==> src/pmbrb_pkg.sv <==
// constants and types for the control register bank
package pmbrb_pkg;
    // register offsets (command codes)
    localparam logic [7:0] REG_GENERAL_CONTROL = 8'hb0;
    localparam logic [7:0] REG_LOW_BUS_FAULT_RESP = 8'hb1;
    // reset values
    localparam logic [7:0] GENERAL_CONTROL_RESET = 8'h00;
    localparam logic [7:0] LOW_BUS_FAULT_RESP_RESET = 8'h00;
    // general control field positions
    localparam int BIT_FAULT_OVERRIDE = 7;
    localparam int BIT_CLEAR_FAULTS = 6;
    localparam int BIT_PWM_POLARITY_INVERT = 5;
    localparam int BIT_TRACKING_INPUT_SELECT = 4;
    localparam logic [7:0] GENERAL_CONTROL_RW_MASK = 8'hf0;
    // per-fault field positions (low bits of each 2-bit field)
    localparam int FLD_OUT_OV = 0;
    localparam int FLD_OUT_UV = 2;
    localparam int FLD_IN_OV = 4;
    localparam int FLD_IN_UV = 6;
    localparam int NUM_FAULTS = 4;
    // response codes
    localparam logic [1:0] RESP_FLAG = 2'h0;
    localparam logic [1:0] RESP_HICCUP = 2'h1;
    localparam logic [1:0] RESP_LATCH = 2'h2;
    localparam logic [1:0] RESP_FLAG_ALT = 2'h3;
    // bus addresses by strap
    localparam logic [6:0] ADDR_MASTER = 7'h4c;
    localparam logic [6:0] ADDR_SLAVE1 = 7'h4d;
    localparam logic [6:0] ADDR_SLAVE2 = 7'h4e;
    localparam logic [6:0] ADDR_SLAVE3 = 7'h4f;
    // timing
    localparam int CLK_PERIOD_NS = 5;
    localparam int HICCUP_DELAY_MS = 500;
    localparam int HICCUP_CYCLES = HICCUP_DELAY_MS * 1000000 / CLK_PERIOD_NS;
    localparam int INIT_CYCLES_DEFAULT = 16;

    // device activity
    typedef enum logic [1:0] {
        PMBRB_OFF = 2'b00,
        PMBRB_INIT = 2'b01,
        PMBRB_RUN = 2'b11
    } pmbrb_phase_type;

    typedef struct packed {
        pmbrb_phase_type phase;
        logic [15:0] init_cnt;
        logic [6:0] addr;
        logic [7:0] general_control;
        logic [7:0] fault_resp;
        logic [NUM_FAULTS-1:0] fault_flags;
        logic [NUM_FAULTS-1:0] hiccup_pend;
        logic [NUM_FAULTS-1:0] latched_off;
        logic [31:0] hiccup_cnt;
        logic switching_allowed;
        logic [7:0] rdata;
        logic rvalid;
        logic ready;
        logic fault_alert_pin_n;
        logic tracking_input_select;
        logic pwm_hs_on;
        logic pwm_ls_on;
    } pmbrb_state_type;
endpackage

==> src/pmbrb_bank.sv <==
// control register bank with fault flags and fault response logic
`timescale 1ns/1ps
// Summary of operation
// - load defaults during init, then accept accesses
// - registers stay accessible in latch-off or hiccup
// - disable or low supply resets, blocks access
// - strap selects address 4c to 4f
// - general control byte at b0, resets 00
// - bit7 chooses strapped or programmed fault responses
// - bit6 high clears flags, then relatch
// - bit5 swaps high-side and low-side meaning
// - middle level turns both fets off
// - bit4 selects digital or analog tracking
// - b1 holds four 2-bit fault response fields
// - 00/11 flag, 01 hiccup, 10 latch
// - hiccup restarts 500ms after clear; latch holds
// - flags sticky, bit6 clears, alert low
module pmbrb_bank
    import pmbrb_pkg::*;
#(
    parameter int HICCUP_COUNT = HICCUP_CYCLES,
    parameter int INIT_COUNT = INIT_CYCLES_DEFAULT
) (
    input wire logic i_sys_clk,
    input wire logic i_arst_n,
    input wire logic i_device_enable,
    input wire logic i_device_supply_ok,
    input wire logic [1:0] i_addr_strap,
    input wire logic i_strap_latch_off,
    input wire logic i_switching_enable,
    input wire logic i_access,
    input wire logic [6:0] i_access_addr,
    input wire logic i_write,
    input wire logic [7:0] i_command,
    input wire logic [7:0] i_wdata,
    input wire logic [NUM_FAULTS-1:0] i_fault_present,
    input wire logic i_pwm_demand,
    input wire logic i_pwm_middle,
    output logic o_ready,
    output logic o_addr_ack,
    output logic [7:0] o_rdata,
    output logic o_rvalid,
    output logic [NUM_FAULTS-1:0] o_fault_flags,
    output logic o_fault_alert_pin_n,
    output logic o_switching_allowed,
    output logic o_tracking_input_select,
    output logic o_pwm_hs_on,
    output logic o_pwm_ls_on,
    output logic [6:0] o_bus_addr
);
    pmbrb_state_type st; // current state
    pmbrb_state_type next_st; // next state
    logic ack; // registered address match
    logic next_ack; // address match next value
    logic prev_sw_en; // previous switching enable, for toggle detect
    logic [1:0] resp [NUM_FAULTS]; // effective response per fault
    logic clear_all; // clear-faults held
    logic alive; // enabled and supply good
    logic match; // access addressed to us

    assign alive = i_device_enable && i_device_supply_ok;
    assign clear_all = st.general_control[BIT_CLEAR_FAULTS];
    assign match = (st.phase == PMBRB_RUN) && i_access && (i_access_addr == st.addr);

    // effective response: strap default unless override set
    generate
        for (genvar g = 0; g < NUM_FAULTS; g++) begin : g_resp
            always_comb begin
                if (st.general_control[BIT_FAULT_OVERRIDE]) begin
                    resp[g] = st.fault_resp[2*g +: 2];
                end else begin
                    resp[g] = i_strap_latch_off ? RESP_LATCH : RESP_HICCUP;
                end
            end
        end
    endgenerate

    // next-state computation
    always_comb begin
        next_st = st;
        next_ack = 1'b0;
        next_st.rvalid = 1'b0;
        if (!alive) begin
            // disabled: wipe everything, no bus answer
            next_st = '0;
            next_st.phase = PMBRB_OFF;
            next_st.fault_alert_pin_n = 1'b1;
        end else begin
            case (st.phase)
                PMBRB_OFF: begin
                    next_st.phase = PMBRB_INIT;
                    next_st.init_cnt = '0;
                end
                PMBRB_INIT: begin
                    // defaults loaded and strap sampled during init
                    next_st.general_control = GENERAL_CONTROL_RESET;
                    next_st.fault_resp = LOW_BUS_FAULT_RESP_RESET;
                    case (i_addr_strap)
                        2'h0: next_st.addr = ADDR_MASTER;
                        2'h1: next_st.addr = ADDR_SLAVE1;
                        2'h2: next_st.addr = ADDR_SLAVE2;
                        default: next_st.addr = ADDR_SLAVE3;
                    endcase
                    next_st.switching_allowed = 1'b1;
                    if (st.init_cnt >= 16'(INIT_COUNT - 1)) begin
                        next_st.phase = PMBRB_RUN;
                    end else begin
                        next_st.init_cnt = st.init_cnt + 16'h0001;
                    end
                end
                PMBRB_RUN: begin
                    // bus access, open in every fault state
                    if (match) begin
                        next_ack = 1'b1;
                        if (i_write) begin
                            if (i_command == REG_GENERAL_CONTROL) begin
                                next_st.general_control = i_wdata & GENERAL_CONTROL_RW_MASK;
                            end else if (i_command == REG_LOW_BUS_FAULT_RESP) begin
                                next_st.fault_resp = i_wdata;
                            end
                        end else begin
                            next_st.rvalid = 1'b1;
                            if (i_command == REG_GENERAL_CONTROL) begin
                                next_st.rdata = st.general_control;
                            end else if (i_command == REG_LOW_BUS_FAULT_RESP) begin
                                next_st.rdata = st.fault_resp;
                            end else begin
                                next_st.rdata = 8'h00; // unmapped reads zero
                            end
                        end
                    end
                    // per-fault flag and response handling
                    for (int i = 0; i < NUM_FAULTS; i++) begin
                        if (clear_all) begin
                            next_st.fault_flags[i] = 1'b0;
                        end else if (i_fault_present[i]) begin
                            next_st.fault_flags[i] = 1'b1; // clear wins over set
                        end
                        if (i_fault_present[i] && !clear_all) begin
                            if (resp[i] == RESP_HICCUP) begin
                                next_st.hiccup_pend[i] = 1'b1;
                            end
                            if (resp[i] == RESP_LATCH) begin
                                next_st.latched_off[i] = 1'b1;
                            end
                        end else if (!i_fault_present[i]) begin
                            next_st.hiccup_pend[i] = 1'b0;
                        end
                    end
                    // hiccup restart timer: runs once all hiccup faults clear
                    if (|(st.hiccup_pend & i_fault_present)) begin
                        next_st.hiccup_cnt = 32'(HICCUP_COUNT);
                    end else if (st.hiccup_cnt != 32'h0) begin
                        next_st.hiccup_cnt = st.hiccup_cnt - 32'h1;
                    end
                    // latch-off released by toggling switching enable
                    if (i_switching_enable != prev_sw_en) begin
                        next_st.latched_off = '0;
                    end
                    next_st.switching_allowed = (next_st.latched_off == '0)
                        && (next_st.hiccup_cnt == 32'h0) && i_switching_enable;
                end
                default: next_st.phase = PMBRB_OFF;
            endcase
            // write-one-to-clear of flags is not mapped here; clear wins
            next_st.fault_alert_pin_n = ~(|next_st.fault_flags);
            next_st.tracking_input_select = next_st.general_control[BIT_TRACKING_INPUT_SELECT];
            // pwm decode; middle level forces both fets off
            if (i_pwm_middle || !next_st.switching_allowed) begin
                next_st.pwm_hs_on = 1'b0;
                next_st.pwm_ls_on = 1'b0;
            end else begin
                next_st.pwm_hs_on = i_pwm_demand
                    ^ next_st.general_control[BIT_PWM_POLARITY_INVERT];
                next_st.pwm_ls_on = ~next_st.pwm_hs_on;
            end
        end
        next_st.ready = (next_st.phase == PMBRB_RUN);
    end

    // state register
    always_ff @(posedge i_sys_clk or negedge i_arst_n) begin
        if (!i_arst_n) begin
            st <= '0;
            st.fault_alert_pin_n <= 1'b1;
            ack <= 1'b0;
            prev_sw_en <= 1'b1; // idle level of the enable, so no false toggle
        end else begin
            st <= next_st;
            ack <= next_ack;
            prev_sw_en <= i_switching_enable;
        end
    end

    assign o_ready = st.ready;
    assign o_addr_ack = ack;
    assign o_rdata = st.rdata;
    assign o_rvalid = st.rvalid;
    assign o_fault_flags = st.fault_flags;
    assign o_fault_alert_pin_n = st.fault_alert_pin_n;
    assign o_switching_allowed = st.switching_allowed;
    assign o_tracking_input_select = st.tracking_input_select;
    assign o_pwm_hs_on = st.pwm_hs_on;
    assign o_pwm_ls_on = st.pwm_ls_on;
    assign o_bus_addr = st.addr;
endmodule

==> config.mk <==
export PLATFORM = sky130hd
export DESIGN_NAME = pmbrb_bank
export DESIGN_NICKNAME = d
export VERILOG_FILES = /design/src/pmbrb_pkg.sv /design/src/pmbrb_bank.sv
export SDC_FILE = /design/constraint.sdc
export NUM_CORES = 1
export LEC_CHECK = 0
export BUFFER_PORTS_ARGS = -buffer_cell sky130_fd_sc_hd__clkbuf_2
export CAP_MARGIN = 15
export CORE_MARGIN = 3
export CORE_UTILIZATION = 45
export DETAILED_ROUTE_END_ITERATION = 16
export SYNTH_ARGS = -nofsm -noshare
export SYNTH_HDL_FRONTEND = slang
export SYNTH_SLANG_ARGS = --single-unit
export TNS_END_PERCENT = 100
==> constraint.sdc <==
create_clock -name i_sys_clk -period 3.7 [get_ports i_sys_clk]
set_clock_uncertainty 0.1 [all_clocks]
set_input_delay 0.37 -clock i_sys_clk [delete_from_list [all_inputs] [get_ports i_sys_clk]]
set_output_delay 0.37 -clock i_sys_clk [all_outputs]
set_load 0.01 [all_outputs]
* Yosys cells after proc, flatten, opt, wreduce, memory -nomap -nowiden
Index checks and enable logic that the tools add are counted.
Cells by class: add/sub/neg operators 2, $lt $le $gt $ge 1, eq/ne operators 37, mux-type cells 68, bitwise logic cells 4, reduce and logical (&&, ||, !) cells 27
Operators by type and width (count):
- $mux 32 | 4
- $mux 95 | 1
- $mux 44 | 2
- $mux 16 | 4
- $pmux 16 s2 | 2
- $mux 8 | 5
- $logic_not 32->1 | 1
- $mux 1 | 32
- $reduce_bool 32->1 | 1
- $sub 32x1->32 const B | 1
- $ne 3x2->1 const B | 10
- $mux 9 | 3
- $add 16x1->16 const B | 1
- $eq 8x8->1 const B | 2
- $ge 16x4->1 const B | 1
- $mux 4 | 4
- $reduce_and 3->1 | 5
- $eq 2x2->1 const B | 7
- $mux 2 | 7
- $eq 2x1->1 const B | 6
- $ne 3x3->1 const B | 4
- $pmux 2 s3 | 2
- $logic_and 1x1->1 | 9
- $reduce_or 4->1 | 2
- 17 further kinds | 23
Storage, ports and cells: bits in registers 102, output and inout port bits 27, logic and storage cells 162

* Logic depth before layout (Yosys ltp)
depth in word-level cells 17, depth in mapped cells 11

* Worst setup path after synthesis
Ideal clock, no wire load.
kind reg2reg, from register st[15] (netlist bit), to register st (netlist bit o_switching_allowed), arrival time 2.911 ns, data required time 3.504 ns, path slack 0.593 ns, cell stages (with the launch flop) 11, cells stage by stage dfrtp_1 inv_1 ha_1 nor3b_1 nand4_1 or4_1 nor3_1 xnor2_1 a31oi_1 nand4b_1 o32ai_2
RTL lines:
- start, declared | RTL line pmbrb_bank.sv:51 | pmbrb_state_type st;
- start signal, assigned | RTL line pmbrb_bank.sv:189 | st <= next_st;

==> impl_metrics.py <==
metrics = {
    "yosys": {
        "synth-seq-cells": 93,
        "synth-edff-count": 0,
        "synth.largest_area_cell": "dfrtp_1",
        "synthMuxAreaShare": 0.0158,
        "yosys.area_share.adder": 0.00676,
        "synth_xor_area_frac": 0.0174,
        "synthArstFlopShare": 1.00,
        "synth.cell_area_um2": 5550,
        "netlist_instances": 667,
        "synth.avg_cell_area_um2": 8.32,
        "yosysSeqAreaShare": 0.420,
        "yosysWarningCount": 0,
        "synthTopCellsByCount": "nor2_1 (96), dfrtp_1 (91), nand2_1 (72)",
        "ys.flop_type": "dfrtp_1",
        "synth_simple_gate_area_frac": 0.268,
        "synth_most_common_cell": "nor2_1",
        "synth_top_family_by_area": "simple AND/OR/NAND/NOR gates",
        "synth_area_leaders": "dfrtp_1 (41%), nor2_1 (6.5%), a21oi_1 (5.0%)",
        "synth_top_area_share": 0.410,
        "synth.distinct_cells": 63,
        "synth_compound_area_frac": 0.206,
    },
    "placement": {
        "place.gp.congestion": 0.927,
        "dpl.hpwl_um": 11700,
        "numPortBuffers": 63,
    },
    "clock_tree": {
        "post-cts-setup-buffers": 0,
        "clkTransAtPathRegs_ps": 70,
        "cts_tree": "yes",
        "cts_buffer_depth": 2,
        "clkLatencyLatePin_ps": 360,
        "clockRootBuffer": "clkbuf_16",
        "h-tree-depth": 3,
        "cts_buffers": 9,
        "clock_sinks": 93,
    },
    "global_route": {
        "grt_overflow_total": 0,
        "grt_pass1_vias": 4907,
        "antenna_found_initial": 0,
        "grt_pass1_wl_um": 26200,
        "grt_max_degree": 56,
        "grt_use_total": 0.247,
    },
    "worst_setup_path": {
        "crit_path_end_kind": "flop",
        "rr_worst_depth": 8,
        "crit_required_ps": 3870,
        "crit_type": "flop to flop",
        "crit_fanout": 12,
        "cp-startpoint": "st[41]",
        "worstSetupEndpoint": "o_switching_allowed",
        "worst_ep_arrival_time_ps": 3630,
        "r2r_slack_ps": 240,
        "reg2reg_from": "st[41]",
        "r2r_end": "o_switching_allowed",
        "worstSetupStartpointType": "flop",
    },
    "floorplanning": {
        "dieArea_um2": 13700,
        "io_pins": 66,
        "die_x_um": 117,
        "num_rows": 39,
        "start_util": 0.474,
        "fp.dieH_um": 117,
        "core_um2": 11700,
    },
    "detailed_routing": {
        "drt_wl_total_um": 16000,
        "first_pass_iters": 5,
        "drtIter0Drc": 450,
        "post_drt_wl_per_cell_um": 18.6,
        "drtAntennaViolNets": 0,
        "vias": 5218,
        "drc": 0,
        "via_per_inst": 6.06,
    },
    "timing": {
        "post-route-period-util": 0.935,
        "fmax_ghz": 0.289,
        "min_period_ps": 3460,
        "slew_violations": 0,
        "finalSetupTns_ps": 0,
        "rsz0062_at_grt": "no",
        "worstMarginPinSlew_ps": 965,
        "slew_headroom": 0.356,
        "finalSetupViolCount": 0,
        "final_hold_viol_count": 0,
    },
    "cells_and_area": {
        "drive_gt1_frac": 0.173,
        "final_nets": 755,
        "finalCoreUtilization": 0.536,
        "diodes": 0,
        "area_delta_synth_final_pct": 13.0,
    },
    "hold_path": {
        "hold_path.class": "primary input to flop",
    },
    "pwr": {
        "ir_worst_vdd_mv": 0.233,
        "power.switching_uw": 517,
        "switching_share": 0.245,
        "internal-power_mw": 1.60,
        "power_frac_comb": 0.049,
        "p_seq_frac": 0.485,
        "power.density_nw_per_um2": 337,
        "leakage_nw": 2.91,
        "clockPowerShare": 0.466,
    },
    "status": {
        "status": "completed",
    },
    "run": {
        "max_cap_viol_count": 0,
    },
}
-- registers in the layout, indices dropped and copies added, names as in the netlist --
name and count:
o_pwm_ls_on 1, clear_all 1, o_rdata 8, o_pwm_hs_on 1
st 69, o_rvalid 1, prev_sw_en 1, o_ready 1
o_fault_flags 4, o_addr_ack 1, o_bus_addr 3, o_switching_allowed 1
o_fault_alert_pin_n 1
-- repair_timing --
action	in CTS	in global routing
hold buffers	1	0
gates resized for setup	0	1
setup endpoints to repair	0	1
hold endpoints to repair	12	0
-- routing by layer --
layer  up-vias  global-route usage  wire (um)
li1       2512                   -          -
met1      2507               0.362       7530
met2       185               0.372       7160
met3        14              0.0463       1120
met4         0              0.0765        217
met5         -                   0          0
-- final cells by class --
type / instances / area, um2
multi-input cells: 501 / 2870
well taps: 143 / 179
repair buffers: 89 / 515
flip-flops and latches: 93 / 2330
fillers: 1128 / 5440
inverters: 19 / 71.3
clock inverters: 7 / 86.3
clock buffers: 9 / 225
-- per-stage QoR --
step | hold slack [ps] | cells | area, um2 | power [mW] | worst slack (ps)
finish | 65.1 | 861 | 6270 | 2.11 | 240
global route | 58.7 | 861 | 6270 | 2.20 | 36.8
CTS | 54.8 | 861 | 6260 | 2.14 | 202
detailed placement | 373 | 844 | 5940 | 1.15 | 208
global placement | 373 | 844 | 5940 | 1.15 | 326
floorplan | -25.6 | 668 | 5550 | 1.09 | 593
-- how the worst min path moves through the flow --
stage | startpoint | endpoint | slack (ps) | cells after the start
after global routing | i_switching_enable | prev_sw_en | 60 | 1
after global placement | i_arst_n | o_rdata[0] | 370 | 1
after CTS | i_switching_enable | prev_sw_en | 50 | 1
final | i_switching_enable | prev_sw_en | 70 | 1
after floorplan | i_arst_n | clear_all | -30 | 0
after detailed placement | st[97] | st[97] | 370 | 1
-- logic make-up (layout without fill, tap and decap cells) --
kind of cell / after synthesis / in the layout
xor gates and xnor gates: 11 / 11
adders and majority gates: 3 / 3
buffers and inverters: 74 / 124
AOI/OAI and AO/OA: 177 / 177
and+or+nand+nor: 300 / 300
DFF: 93 / 93
other: 1 / 2
muxes: 8 / 8
-- power by group through the flow --
stage | Clock [mW] | Sequential, mW | Combinational, mW
finish | 0.983 | 1.02 | 0.104
floorplan | 0 | 1.04 | 0.0445
detailed placement | 0 | 1.04 | 0.105
CTS | 1.01 | 1.02 | 0.106
global placement | 0 | 1.04 | 0.103
global route | 1.05 | 1.02 | 0.118
-- critical path, cell delays in order (launching register included) --
cell	delay [ps]
dfrtp_1	440
or4_4	550
or3_1	560
or4_4	710
a311oi_2	290
o22ai_1	130
a211oi_2	290
inv_1	90
o32ai_2	200
-- layout by cell type (no fill, tap or decap), types with 11 or more instances in the layout --
cell / instances
nand2_1: 72
o21ai_0: 44
or3_1: 11
nor2_1: 96
inv_1: 19
clkbuf_2: 62
nor3_1: 29
nor4_1: 22
nand3_1: 11
buf_4: 26
dfrtp_1: 91
a21oi_1: 56
Note: power is estimated with default switching activity, not from simulation.
